==> config.mk <==
export PLATFORM = sky130hd
export DESIGN_NAME = vsw_ctrl_regs
export DESIGN_NICKNAME = d
export VERILOG_FILES = /design/src/shared/vsw_pkg.sv /design/src/shared/vsw_line_if.sv /design/src/design/vsw_line_sampler.sv /design/src/design/vsw_ctrl_regs.sv
export VERILOG_INCLUDE_DIRS = /design/src /design/src/shared
export SDC_FILE = /design/constraint.sdc
export NUM_CORES = 1
export LEC_CHECK = 0
export BUFFER_PORTS_ARGS = -buffer_cell sky130_fd_sc_hd__buf_2
export CORE_MARGIN = 2
export CORE_UTILIZATION = 30
export CTS_CLUSTER_DIAMETER = 40
export DETAILED_ROUTE_END_ITERATION = 6
export GPL_TIMING_DRIVEN = 1
export PLACE_DENSITY_LB_ADDON = 0.08
export SYNTH_ARGS = -nofsm -noshare
export SYNTH_HDL_FRONTEND = slang
export SYNTH_HIERARCHICAL = 1
export SYNTH_SLANG_ARGS = --single-unit
==> constraint.sdc <==
create_clock -name clock -period 2.6 [get_ports clock]
set_input_delay 0.39 -clock clock [delete_from_list [all_inputs] [get_ports clock]]
set_output_delay 0.39 -clock clock [all_outputs]
set_load 0.05 [all_outputs]
==> src/shared/vsw_params.svh <==
// Constants of the video switch control register block.
// Included by the register block and its bench by bare name; definitions only.
`ifndef VSW_PARAMS_SVH
`define VSW_PARAMS_SVH
// Sub-address decode values
`define VSW_SUB_SINK1   8'h01
`define VSW_SUB_SINK2   8'h02
`define VSW_SUB_STATUS  8'h03
// Power-up values
`define VSW_PTR_RST     8'h03
`define VSW_SINK1_RST   8'h08
`define VSW_SINK2_RST   8'h09
`define VSW_STATUS_RST  8'h10
// Fixed upper five bits of the device address
`define VSW_DEV_FIXED   5'h0b
// Sink register fields
`define VSW_RSV_MSB     7
`define VSW_RSV_LSB     5
`define VSW_BIT_DEEMPH  4
`define VSW_BIT_DDC     3
`define VSW_BIT_OE_N    2
`define VSW_BIT_SEL_HI  1
`define VSW_BIT_SEL_LO  0
// Status register fields
`define VSW_BIT_PRIO    5
`define VSW_BIT_GATE    4
// Bits per byte on the serial line
`define VSW_BYTE_BITS   4'h8
`endif

==> src/shared/vsw_pkg.sv <==
// Types of the video switch control register block.
// Constants live in vsw_params.svh.
package vsw_pkg;
    typedef logic [7:0] vsw_byte_t;
    // Serial slave protocol states
    typedef enum logic [3:0] {
        ST_IDLE, ST_ADDR, ST_ADDR_ACK, ST_SUB, ST_SUB_ACK,
        ST_DATA, ST_DATA_ACK, ST_TX, ST_TX_ACK, ST_SKIP
    } vsw_state_t;
endpackage : vsw_pkg

==> src/shared/vsw_line_if.sv <==
// Carrier of sampled serial-line events from the pin sampler to the slave.
// Assumes both ends run on the same clock.
`timescale 1ns/10ps
`default_nettype none
interface vsw_line_if;
    logic scl_rise;   // Clock line rose
    logic scl_fall;   // Clock line fell
    logic sda_lvl;    // Synchronised data level
    logic start_seen; // Start or repeated start
    logic stop_seen;  // Stop
    modport src (output scl_rise, scl_fall, sda_lvl, start_seen, stop_seen);
    modport dst (input scl_rise, scl_fall, sda_lvl, start_seen, stop_seen);
endinterface : vsw_line_if
`default_nettype wire

==> src/design/vsw_line_sampler.sv <==
// Samples the two serial bus pins and finds clock edges, start and stop.
// Assumes pins are asynchronous to clock and far slower than it.
`timescale 1ns/10ps
`default_nettype none
module vsw_line_sampler (
    input  wire logic clock,
    input  wire logic rst_n,
    input  wire logic scl_in,
    input  wire logic sda_in,
    vsw_line_if.src   ln
);
    logic [1:0] meta_ff; // First stage, read only by sync_ff
    logic [1:0] sync_ff; // {scl, sda} second stage
    logic [1:0] prev_ff; // Previous synced value

    // Two-flop synchroniser then history stage
    always_ff @(posedge clock or negedge rst_n) begin
        if (!rst_n) begin
            meta_ff <= 2'h3;
            sync_ff <= 2'h3;
            prev_ff <= 2'h3;
        end else begin
            meta_ff <= {scl_in, sda_in};
            sync_ff <= meta_ff;
            prev_ff <= sync_ff;
        end
    end

    // Edge and condition decode
    assign ln.scl_rise   = sync_ff[1] & ~prev_ff[1];
    assign ln.scl_fall   = ~sync_ff[1] & prev_ff[1];
    assign ln.sda_lvl    = sync_ff[0];
    assign ln.start_seen = sync_ff[1] & prev_ff[1] & prev_ff[0] & ~sync_ff[0];
    assign ln.stop_seen  = sync_ff[1] & prev_ff[1] & ~prev_ff[0] & sync_ff[0];
endmodule : vsw_line_sampler
`default_nettype wire

==> src/design/vsw_ctrl_regs.sv <==
// Serial-bus slave and control registers of a four-in, two-out video switch.
// Assumes the bus master keeps single-byte transfers; pins are asynchronous.
`timescale 1ns/10ps
`default_nettype none
`include "vsw_params.svh"
module vsw_ctrl_regs (
    input  wire logic       clock,
    input  wire logic       rst_n,
    input  wire logic       scl_in,
    input  wire logic       sda_in,
    output logic            sda_out,
    output logic            sda_oe_n,
    input  wire logic       addr_select_hi,
    input  wire logic       addr_select_lo,
    input  wire logic [3:0] source_power_present,
    output logic [1:0]      sink_source_sel_hi,
    output logic [1:0]      sink_source_sel_lo,
    output logic [1:0]      sink_deemph_on,
    output logic [1:0]      sink_ddc_buffer_on,
    output logic [1:0]      sink_video_oe_n,
    output logic [3:0]      source_ddc_buffer_on,
    output logic            main_display_priority,
    output logic            power_gates_output
);
    import vsw_pkg::*;

    vsw_line_if ln ();
    vsw_state_t state_ff;
    logic [3:0] cnt_ff;      // Bits seen in the current byte
    vsw_byte_t  shreg_ff;    // Receive shift register
    vsw_byte_t  tx_ff;       // Transmit shift register
    vsw_byte_t  ptr_ff;      // Sub-address pointer
    logic       rw_ff;       // Direction bit of the address byte
    logic       drive_ff;    // Pull data line low
    vsw_byte_t  cfg_ff [2];  // Sink configuration registers
    logic [1:0] stat_ff;     // {priority, power gating}
    logic [5:0] pin_meta_ff; // First stage, read only by pin_ff
    logic [5:0] pin_ff;      // {addr hi, addr lo, power 4..1}
    logic       byte_end;
    logic       ack_slot;    // Ninth clock of a byte
    logic       addr_match;
    logic       commit;
    logic [3:0] pres;
    vsw_byte_t  rd_val;

    vsw_line_sampler u_sampler (
        .clock  (clock),
        .rst_n  (rst_n),
        .scl_in (scl_in),
        .sda_in (sda_in),
        .ln     (ln)
    );

    // Synchronise select and power pins
    always_ff @(posedge clock or negedge rst_n) begin
        if (!rst_n) begin
            pin_meta_ff <= 6'h00;
            pin_ff      <= 6'h00;
        end else begin
            pin_meta_ff <= {addr_select_hi, addr_select_lo, source_power_present};
            pin_ff      <= pin_meta_ff;
        end
    end

    assign pres = pin_ff[3:0];
    // Falling clock after the eighth bit closes a byte
    assign byte_end = ln.scl_fall && (cnt_ff == `VSW_BYTE_BITS);
    // Acknowledge clocks carry no payload bit
    assign ack_slot = state_ff inside {ST_ADDR_ACK, ST_SUB_ACK, ST_DATA_ACK, ST_TX_ACK};
    // Fixed bits plus live select pins, compared every time
    assign addr_match = (shreg_ff[7:3] == `VSW_DEV_FIXED)
                      && (shreg_ff[2:1] == pin_ff[5:4]);
    // Write takes effect at the end of the data acknowledge
    assign commit = (state_ff == ST_DATA_ACK) && ln.scl_fall;

    // Readback of the selected register
    always_comb begin
        unique case (ptr_ff)
            `VSW_SUB_SINK1:  rd_val = cfg_ff[0];
            `VSW_SUB_SINK2:  rd_val = cfg_ff[1];
            `VSW_SUB_STATUS: rd_val = {2'b00, stat_ff, pres};
            default:         rd_val = 8'h00;
        endcase
    end

    // Protocol state
    always_ff @(posedge clock or negedge rst_n) begin
        if (!rst_n) begin
            state_ff <= ST_IDLE;
        end else if (ln.start_seen) begin
            state_ff <= ST_ADDR;
        end else if (ln.stop_seen) begin
            state_ff <= ST_IDLE;
        end else begin
            unique case (state_ff)
                ST_IDLE, ST_SKIP: begin
                    state_ff <= state_ff;
                end
                ST_ADDR: begin
                    if (byte_end) begin
                        state_ff <= addr_match ? ST_ADDR_ACK : ST_SKIP;
                    end
                end
                ST_ADDR_ACK: begin
                    if (ln.scl_fall) begin
                        state_ff <= rw_ff ? ST_TX : ST_SUB;
                    end
                end
                ST_SUB: begin
                    if (byte_end) begin
                        state_ff <= ST_SUB_ACK;
                    end
                end
                ST_SUB_ACK: begin
                    if (ln.scl_fall) begin
                        state_ff <= ST_DATA;
                    end
                end
                ST_DATA: begin
                    if (byte_end) begin
                        state_ff <= ST_DATA_ACK;
                    end
                end
                ST_DATA_ACK: begin
                    if (ln.scl_fall) begin
                        state_ff <= ST_SKIP;
                    end
                end
                ST_TX: begin
                    if (byte_end) begin
                        state_ff <= ST_TX_ACK;
                    end
                end
                ST_TX_ACK: begin
                    if (ln.scl_fall) begin
                        state_ff <= ST_SKIP;
                    end
                end
            endcase
        end
    end

    // Bit counter and receive shift, sampled on rising clock; the ninth
    // clock is skipped so the next byte counts from zero and the data
    // byte stays intact until it is committed
    always_ff @(posedge clock or negedge rst_n) begin
        if (!rst_n) begin
            cnt_ff   <= 4'h0;
            shreg_ff <= 8'h00;
        end else if (ln.start_seen || byte_end) begin
            cnt_ff <= 4'h0;
        end else if (ln.scl_rise && !ack_slot) begin
            cnt_ff   <= cnt_ff + 4'h1;
            shreg_ff <= {shreg_ff[6:0], ln.sda_lvl};
        end
    end

    // Direction bit and sub-address pointer
    always_ff @(posedge clock or negedge rst_n) begin
        if (!rst_n) begin
            rw_ff  <= 1'b0;
            ptr_ff <= `VSW_PTR_RST;
        end else if (byte_end && state_ff == ST_ADDR) begin
            rw_ff <= shreg_ff[0];
        end else if (byte_end && state_ff == ST_SUB) begin
            ptr_ff <= shreg_ff;
        end
    end

    // Data line drive: acks and transmitted bits
    always_ff @(posedge clock or negedge rst_n) begin
        if (!rst_n) begin
            drive_ff <= 1'b0;
            tx_ff    <= 8'h00;
        end else if (ln.start_seen || ln.stop_seen) begin
            drive_ff <= 1'b0;
        end else if (ln.scl_fall) begin
            unique case (state_ff)
                ST_ADDR: begin
                    drive_ff <= byte_end && addr_match;
                end
                ST_SUB, ST_DATA: begin
                    drive_ff <= byte_end;
                end
                ST_ADDR_ACK: begin
                    drive_ff <= rw_ff && !rd_val[7];
                    tx_ff    <= {rd_val[6:0], 1'b0};
                end
                ST_TX: begin
                    drive_ff <= !byte_end && !tx_ff[7];
                    tx_ff    <= {tx_ff[6:0], 1'b0};
                end
                default: begin
                    drive_ff <= 1'b0;
                end
            endcase
        end
    end

    // Open-drain data pin: only ever pulls low
    assign sda_out  = 1'b0;
    assign sda_oe_n = ~drive_ff;

    // Status control bits
    always_ff @(posedge clock or negedge rst_n) begin
        if (!rst_n) begin
            stat_ff <= 2'(`VSW_STATUS_RST >> `VSW_BIT_GATE);
        end else if (commit && ptr_ff == `VSW_SUB_STATUS) begin
            stat_ff <= shreg_ff[`VSW_BIT_PRIO:`VSW_BIT_GATE];
        end
    end

    // Source side: buffer follows power presence
    always_ff @(posedge clock or negedge rst_n) begin
        if (!rst_n) begin
            source_ddc_buffer_on  <= 4'h0;
            main_display_priority <= 1'b0;
            power_gates_output    <= 1'b1;
        end else begin
            source_ddc_buffer_on  <= pres;
            main_display_priority <= stat_ff[1];
            power_gates_output    <= stat_ff[0];
        end
    end

    // Per-sink configuration and effective controls
    for (genvar s = 0; s < 2; s++) begin : g_sink
        localparam vsw_byte_t RST = (s == 0) ? `VSW_SINK1_RST : `VSW_SINK2_RST;
        localparam vsw_byte_t SUB = (s == 0) ? `VSW_SUB_SINK1 : `VSW_SUB_SINK2;
        logic [1:0] sel;
        logic       gated;
        assign sel   = cfg_ff[s][`VSW_BIT_SEL_HI:`VSW_BIT_SEL_LO];
        assign gated = stat_ff[0] && !pres[sel];

        // Register write, reserved bits kept zero
        always_ff @(posedge clock or negedge rst_n) begin
            if (!rst_n) begin
                cfg_ff[s] <= RST;
            end else if (commit && ptr_ff == SUB) begin
                cfg_ff[s] <= {3'b000, shreg_ff[4:0]};
            end
        end

        // Registered sink controls
        always_ff @(posedge clock or negedge rst_n) begin
            if (!rst_n) begin
                sink_source_sel_hi[s] <= 1'b0;
                sink_source_sel_lo[s] <= 1'b0;
                sink_deemph_on[s]     <= 1'b0;
                sink_ddc_buffer_on[s] <= 1'b0;
                sink_video_oe_n[s]    <= 1'b1;
            end else begin
                sink_source_sel_hi[s] <= sel[1];
                sink_source_sel_lo[s] <= sel[0];
                sink_deemph_on[s]     <= cfg_ff[s][`VSW_BIT_DEEMPH];
                sink_ddc_buffer_on[s] <= cfg_ff[s][`VSW_BIT_DDC];
                sink_video_oe_n[s]    <= cfg_ff[s][`VSW_BIT_OE_N] || gated;
            end
        end
    end
endmodule : vsw_ctrl_regs
`default_nettype wire

* Word level (Yosys, flattened, before mapping)
Index checks and enable logic that the tools add are counted.
** Word-level totals
- Bits of input ports :: 10
- Bits in registers :: 80
- Word-level logic and storage cells :: 128
** Operators by class
- Reductions and logical operators :: 36
- Equality and inequality tests :: 23
- Add/sub/neg operators :: 1
- Multiplexer cells :: 23
- Magnitude comparators :: 2
- Bitwise logic cells :: 15
** Operators by type and width (number)
- 2-to-1 mux 4 bit :: 12
- case mux 4 bit (7 select lines) :: 1
- != test 4 bit (second input constant) :: 6
- case mux 6 bit (3 select lines) :: 1
- equality test 4 x 3 -> 1 bit (second input constant) :: 4
- equality test 8 x 2 -> 1 bit (second input constant) :: 2
- case mux 8 bit (2 select lines) :: 1
- logical AND 1 bit :: 14
- equality test 4 bit (second input constant) :: 3
- equality test 4 x 2 -> 1 bit (second input constant) :: 2
- equality test 8 x 1 -> 1 bit (second input constant) :: 1
- inverter 1 bit :: 8
- AND reduction 8 bit :: 1
- AND 1 bit :: 7
- < comparator 2 x 3 -> 1 bit (second input constant) :: 2
- nonzero test 2 bit :: 3
- OR reduction 2 bit :: 3
- equality test 5 x 4 -> 1 bit (second input constant) :: 1
- zero test 1 bit :: 5
- adder 4 x 1 -> 4 bit (second input constant) :: 1
- binary-select mux 1 bit (select 2 bit) :: 2
- equality test 4 x 1 -> 1 bit (second input constant) :: 1
- zero test 4 bit :: 1
- logical OR 1 bit :: 4
- 10 further kinds :: 14

* Longest topological paths before layout
Gate-level depths: netlist (run 1).
- Word-level depth :: 8
- Depth in mapped cells :: 6
- Depth with buffers taken out :: 6

* By module
The synthesis (run 1) kept the hierarchy.
** Modules (own cells, without submodules)
- vsw_ctrl_regs :: area each 3144.3 sq um, cells an instance 241, instances 1, seq. area each 1838.0 sq um
- vsw_line_sampler :: area each 190.2 sq um, cells an instance 10, instances 1, seq. area each 157.7 sq um

* Worst setup path after synthesis (run 1)
No wires, ideal clock.
- Kind :: register -> register
- From :: register u_sampler.prev_ff[1]
- To :: register cfg_ff[10] (netlist bit)
- Period minus slack after synthesis :: 1957 ps
- Arrival :: 1832 ps
- Buffers on the path :: 0
- Stages on the path, launching flop included :: 6
- Path slack :: 643 ps
- Setup time :: 125 ps
- Data required time :: 2475 ps
- Path through :: dfstp_2 nor2b_1 and3b_1 nand4_2 nor3b_4 mux2_2
** On the way
- Word-level cells in the longest chain between the ends :: 3
** Ends and longest elaborated chain
- start, declared :: RTL line vsw_line_sampler.sv:14 : logic [1:0] prev_ff;
- start signal, assigned :: RTL line vsw_line_sampler.sv:25 : prev_ff <= sync_ff;
- AND 1 bit :: RTL line vsw_line_sampler.sv:31 : assign ln.scl_fall = ~sync_ff[1] & prev_ff[1];
- named net ln.scl_fall :: RTL line vsw_line_if.sv:7 : logic scl_fall;
- logical AND 1 bit :: RTL line vsw_ctrl_regs.sv:74 : assign commit = (state_ff == ST_DATA_ACK) && ln.scl_fall;
- logical AND 1 bit :: RTL line vsw_ctrl_regs.sv:239 : end else if (commit && ptr_ff == SUB) begin
- end signal, assigned by index :: RTL line vsw_ctrl_regs.sv:240 : cfg_ff[s] <= {3'b000, shreg_ff[4:0]};
- end, declared :: RTL line vsw_ctrl_regs.sv:35 : vsw_byte_t cfg_ff [2];
The timed path passes the listed nets, and every way through them passes these cells.
A chain may end at the register's enable or synchronous reset.

* Worst setup path in the final report (run 1)
- From :: register u_sampler.prev_ff[1]
- To :: register state_ff[2]
** RTL lines
- AND 1 bit * :: RTL line vsw_line_sampler.sv:31
- named net ln.scl_fall :: RTL line vsw_line_if.sv:7
- logical AND 1 bit :: RTL line vsw_ctrl_regs.sv:67 : assign byte_end = ln.scl_fall && (cnt_ff == `VSW_BYTE_BITS);
- != test 4 bit (no line)
- AND reduction 8 bit (no line) *
- end signal, assigned :: RTL line vsw_ctrl_regs.sv:97 : state_ff <= state_ff;
- end signal, assigned :: RTL line vsw_ctrl_regs.sv:101 : state_ff <= addr_match ? ST_ADDR_ACK : ST_SKIP;
- end signal, assigned :: RTL line vsw_ctrl_regs.sv:106 : state_ff <= rw_ff ? ST_TX : ST_SUB;
- end, declared :: RTL line vsw_ctrl_regs.sv:28 : vsw_state_t state_ff;
The timed path passes the listed nets; every way through them passes the cells marked *.

==> results of run 1 <==
-- layer usage --
layer,vias to the layer above,global-route usage (%)
met1,1023,19.50
met4,0,4.882
met5,-,0
met3,10,3.794
li1,976,-
met2,42,17.24
-- path summary, 6_finish.rpt --
path / endpoint / cells past startpoint
max in group asynchronous: cfg_ff[11]$_DFFE_PN1P_ / 2
min in group clock: u_sampler/meta_ff[0]$_DFF_PN1_ / 1
setup / recovery: state_ff[2]$_DFFE_PN0P_ / 6
setup reg to reg: state_ff[2]$_DFFE_PN0P_ / 6
hold reg to reg: pin_ff[3]$_DFF_PN0_ / 0
hold / removal: tx_ff[3]$_DFFE_PN0P_ / 1
-- stage by stage --
step	util [%]	instances
floorplan	-	251
global placement	33.61	413
detailed placement	33.61	413
CTS	35.58	429
finish	35.58	429
global route	35.58	429
-- cells by family after synthesis --
group / synth area share [%]
xor+xnor: 1.313
buf+inv: 2.364
compound gates: 9.456
other cells: 0.1125
simple gates: 12.68
flops: 59.85
mux: 13.13
fa+ha+maj: 1.088
-- state kept, by name, summed over array words and instances (netlist names), 4 cells and up --
register / cells
pin_meta_ff: 6
shreg_ff: 8
ptr_ff: 8
pin_ff: 6
cfg_ff: 10
source_ddc_buffer_on: 4
tx_ff: 7
cnt_ff: 4
state_ff: 4
-- cell usage after synthesis (2+ instances only) --
master	instances	share of area [%]
nand3_1	3	0.45
mux4_2	2	1.4
ha_1	2	0.75
nor3_1	2	0.30
a32oi_1	4	1.1
o21bai_1	2	0.45
o21a_1	3	0.68
dfrtp_1	64	48
a31oi_1	2	0.38
nand4_1	4	0.75
nand2b_1	2	0.38
o21ai_0	10	1.5
nor2b_1	7	1.3
nor4_1	2	0.38
mux2_2	34	11
dfstp_2	15	12
nor3b_1	3	0.68
a21oi_1	4	0.60
nor2_1	13	1.5
xnor2_1	4	1.1
inv_1	6	0.68
or2_2	2	0.38
a22o_1	5	1.3
buf_4	2	0.45
and4b_1	4	1.2
a211oi_1	2	0.45
and3b_1	2	0.53
and2_1	3	0.56
nand2_1	10	1.1
clkbuf_1	4	0.45
buf_2	3	0.45
-- final cells by class --
cell class	count	share of cell area, %
sequential	79	51.74
multi-input combinational	156	32.66
timing repair buffer	32	4.930
tap	140	4.541
clock buffer	11	3.406
clock inverter	5	2.141
inverter	6	0.5838
-- power by group --
part / switching [mW] / leakage, nW / internal [mW] / total (mW)
registers: 0.172 / 0.988 / 1.35 / 1.52
logic: 0.184 / 0.665 / 0.179 / 0.363
clock network: 0.462 / 0.107 / 0.544 / 1.01
==> results.tsv, run 1 <==
stage	metric	value	unit
global_route	grt_pass1_wl	11410	um
route	met1_length	3615	um
sta	fin_setup_tns	0	ps
worst_setup_path	arrival	2320	ps
floorplanning	fp.dieW	109.4	um
global_route	track_usage	12.92	%
finish	drive_gt1_share	37.72	%
route	wl_met3	282	um
clock_tree	cts_tree	built	
finish	fillers	1109	
finish	synthToLayoutAreaGrowth	15.68	%
synth	synth-async-reset-ratio	100.0	%
synth	syn-cell-area	0.003334	sq mm
route	drt-initial-drc-count	70	
route	firstDrtPassIters	4	
worst_setup_path	critPathMaxStageDelay	550	ps
route	drc	0	
sta	fin_ws	537.7	ps
synth	synth_edf_count	0	
global_route	grt_antenna_before_repair	0	
clock_tree	ctsLongestPathBuffers	2	
sta	finalHoldViolCount	7	
clock_tree	postCtsSetupRepairBufs	0	
synth	synth-seq-cells	79	
hold_path	hold_class	input port to async pin	
floorplanning	die_h	109.4	um
sta	setup_viol	0	
clock_tree	htree_levels	3	
clock_tree	ctsResizeCount	0	
finish	multi_input_comb_area	0.001260	sq mm
worst_setup_path	startpoint	u_sampler/prev_ff[1]$_DFF_PN1_	
synth	synth_cells	251	
flow_run	cap_viol_max_count	0	
clock_tree	cts_buffers	9	
clock_tree	clk_pin_slew	90	ps
outcome	failed_checks	hold timing	
finish	final_cell_mix	dfrtp_1, mux2_2, buf_2	
worst_setup_path	crit_slowest_cell	dfstp_2	
global_route	grt_pass1_vias	2043	
placed_design	port_buffers	26	
route	avgRoutedWirePerCell	16.12	um
synth	yosysSeqAreaShare	59.85	%
sta	post-route-period-util	79.32	%
worst_setup_path	cp-start-kind	flop	
sta	timing.fmax	484.9	MHz
route	routed.top_layer	met4	
placed_design	gp_congestion	0.8227	
route	routed-via-count	2051	
sta	holdWs	-5.913	ps
worst_setup_path	cp_data_required_time	2860	ps
worst_setup_path	regToRegSetupSlack	540	ps
sta	skew	12.38	ps
worst_setup_path	cp-end-kind	flop	
synth	yosysUniqueCellTypes	57	
sta	drv_slew	0	
power	p_total	2.894	mW
finish	final_common_cell	dfrtp_1	
power	powerDensity	750.2	mW/mm^2
worst_setup_path	path_delay_family	simple AND/OR/NAND/NOR gates	
floorplanning	start_util	30.76	%
finish	diodes	0	
clock_tree	clk_latency	350	ps
finish	seq_area	0.001996	sq mm
power	leakage	1.761	nW
synth	synth-main-ff-cell	dfrtp_1	
sta	rsz0062_at_grt	false	
route	ant_nets	0	
global_route	grt_overflow_total	0	
route	wl	6914	um
finish	final_nets	296	
floorplanning	rows	38	
placed_design	placed_area	0.003643	sq mm
worst_setup_path	cp_num_buf_inv	1	
clock_tree	cts-root-buf	clkbuf_8	
synth	syn-num-nets	263	
power	ir_worst_vdd	0.3551	mV
floorplanning	core-area	0.01084	sq mm
synth	yosysWarnings	6	
worst_setup_path	cp_max_fo	6	
placed_design	dp_slack	513.2	ps
worst_setup_path	r2r-start	u_sampler/prev_ff[1]$_DFF_PN1_	
global_route	grt_max_degree	37	
floorplanning	num_io_pins	28	
clock_tree	ctsHoldBuffers	0	
outcome	status	complete, but fails checks	
sta	finalWorstPathRequiredPeriod	2062	ps
synth	synth.avg_cell_area	13.28	sq um
placed_design	hpwl	4751	um
route	detail_route.vias_per_cell	4.781	
clock_tree	clock-sinks	79	
worst_setup_path	cp_cell_sequence	nor2b_1, buf_4, and4b_1, a21oi_1, or4_1, a211oi_1	
finish	stdcell_area	0.003857	sq mm
route	wl_met2	2897	um
floorplanning	die_area	0.01197	sq mm
worst_setup_path	crit_type	flop to flop	
(Power assumes the default switching activity.)
==> run 2, diff against run 1 <==
==> constraint.sdc (replaced) <==
create_clock -name clock -period 2.1 [get_ports clock]
set_input_delay 0.315 -clock clock [delete_from_list [all_inputs] [get_ports clock]]
set_output_delay 0.315 -clock clock [all_outputs]
set_load 0.05 [all_outputs]
==> results.tsv, run 2 (synthesized netlist as in run 1, its figures left out) <==
stage	metric	value	unit	change
global_route	grt_overflow_total	0		unchanged
sta	finalWorstPathRequiredPeriod	1962	ps	-100.8 ps
route	routed-via-count	2069		+0.88%
global_route	track_usage	12.64	%	-0.29 points
hold_path	holdCritStartpoint	scl_in		
floorplanning	rows	38		unchanged
finish	final_common_cell	dfrtp_1		
route	avgRoutedWirePerCell	15.73	um	-2.4%
power	leakage	1.761	nW	about the same
sta	drv_slew	0		unchanged
finish	regMostFlops	cfg_ff		
floorplanning	fp.dieW	109.4	um	unchanged
sta	setup_viol	0		unchanged
finish	multi_input_comb_area	0.001272	sq mm	+0.99%
clock_tree	cts_tree	built		
global_route	grt_antenna_before_repair	0		unchanged
sta	rsz0062_at_grt	false		
clock_tree	cts-root-buf	clkbuf_8		
finish	drive_gt1_share	40.00	%	+2.3 points
route	ant_nets	0		unchanged
placed_design	dp_slack	4.243	ps	-508.9 ps
finish	seq_area	0.001996	sq mm	unchanged
route	drt-initial-drc-count	59		-16%
floorplanning	start_util	30.76	%	unchanged
finish	final_nets	302		+2.0%
worst_setup_path	cp-end-kind	flop		
sta	fin_setup_tns	0	ps	unchanged
sta	timing.fmax	509.8	MHz	+5.1%
finish	largestRegisters	cfg_ff (10), ptr_ff (8), shreg_ff (8)		
clock_tree	clock-sinks	79		unchanged
worst_setup_path	cp_max_fo	5		-1
worst_setup_path	crit_type	flop to flop		
hold_path	hold_class	input port to flop		
sta	post-route-period-util	93.41	%	+14 points
worst_setup_path	startpoint	u_sampler/prev_ff[1]$_DFF_PN1_		
floorplanning	num_io_pins	28		unchanged
route	detail_route.vias_per_cell	4.756		-0.51%
clock_tree	clk_pin_slew	80	ps	about the same
global_route	grt_max_degree	44		+19%
finish	diodes	0		unchanged
route	drc	0		unchanged
finish	final_cell_mix	dfrtp_1, mux2_2, buf_2		
clock_tree	ctsLongestPathBuffers	2		unchanged
floorplanning	core-area	0.01084	sq mm	unchanged
floorplanning	die_area	0.01197	sq mm	unchanged
placed_design	port_buffers	26		unchanged
flow_run	cap_viol_max_count	0		unchanged
clock_tree	clk_latency	350	ps	about the same
sta	skew	5.782	ps	-6.599 ps
worst_setup_path	cp_data_required_time	2340	ps	-520 ps
global_route	grt_pass1_wl	11170	um	-2.1%
finish	largest_reg_flops	10		unchanged
worst_setup_path	cp-start-kind	flop		
outcome	status	finished, final reports clean		
clock_tree	cts_buffers	9		unchanged
route	wl	6844	um	-1.0%
placed_design	gp_congestion	0.7919		-3.7%
route	firstDrtPassIters	4		unchanged
placed_design	hpwl	4765	um	+0.29%
power	powerDensity	878.5	mW/mm^2	+17%
sta	finalHoldViolCount	0		-7
sta	worst_pin_slew	536.1	ps	
finish	synthToLayoutAreaGrowth	17.22	%	
sta	maxSlewHeadroom	63.93	%	
clock_tree	htree_levels	3		unchanged
global_route	grt_pass1_vias	1981		-3.0%
worst_setup_path	arrival	2200	ps	-120 ps
sta	fin_ws	138.5	ps	-399.2 ps
finish	fillers	1083		-2.3%
power	ir_worst_vdd	0.3121	mV	-12%
worst_setup_path	r2r-start	u_sampler/prev_ff[1]$_DFF_PN1_		
floorplanning	die_h	109.4	um	unchanged
==> run 2: worst paths after layout <==
path,to,slack [ps],depth (start not counted)
setup reg to reg,cfg_ff[12]$_DFFE_PN0P_,140,5
max in group asynchronous,cfg_ff[11]$_DFFE_PN1P_,990,3
hold reg to reg,pin_ff[4]$_DFF_PN0_,350,0
hold / removal,u_sampler/meta_ff[1]$_DFF_PN1_,60,1
min in group asynchronous,rw_ff$_DFFE_PN0P_,460,2
setup / recovery,cfg_ff[12]$_DFFE_PN0P_,140,5
==> run 2: cell type report <==
type	instances	area share, %
sequential	79	51.06
multi-input combinational	156	32.55
timing repair buffer	38	6.402
tap	140	4.481
clock buffer	12	4.225
clock inverter	4	0.7042
inverter	6	0.5762
==> run 2: metal layers <==
| layer | vias to the layer above | share of wire [%] | GRT usage (%) |
|---|---|---|---|
| li1 | 986 | - | - |
| met1 | 1039 | 52 | 19.11 |
| met2 | 35 | 43 | 16.84 |
| met3 | 9 | 3.6 | 2.490 |
| met4 | 0 | 1.7 | 6.510 |
| met5 | - | 0 | 0 |
==> run 2: power breakdown <==
group          switching [mW]  internal [mW]  leakage [nW]
clock                   0.561          0.529         0.103
combinational           0.228          0.232         0.670
sequential              0.209           1.67         0.988
total                   0.998           2.44          1.76
==> run 2: critical path, stage by stage (launching register included) <==
cell	delay (ps)
dfstp_2	550
nor2b_2	200
and3b_2	250
nand4_4	140
nor3b_4	340
mux2_2	370
==> run 2: what timing repair did <==
item | CTS | global route
hold endpoints to repair | 29 | 0
setup endpoints to repair | 4 | 5
resized for setup | 1 | 2
setup buffers | 0 | 0
hold buffers | 1 | 0
pin swaps | 1 | 1
==> run 2: metrics by stage <==
step                std cells  power, mW  utilization (%)  instance area [sq um]  hold slack [ps]
floorplan                 251      2.167                -                   3334            19.41
global placement          418      2.392            34.07                   3694            320.0
detailed placement        418      2.389            34.07                   3694            320.0
CTS                       435      3.512            35.96                   3899            32.76
global route              435      3.635            36.06                   3909            32.02
finish                    435      3.434            36.06                   3909            59.03
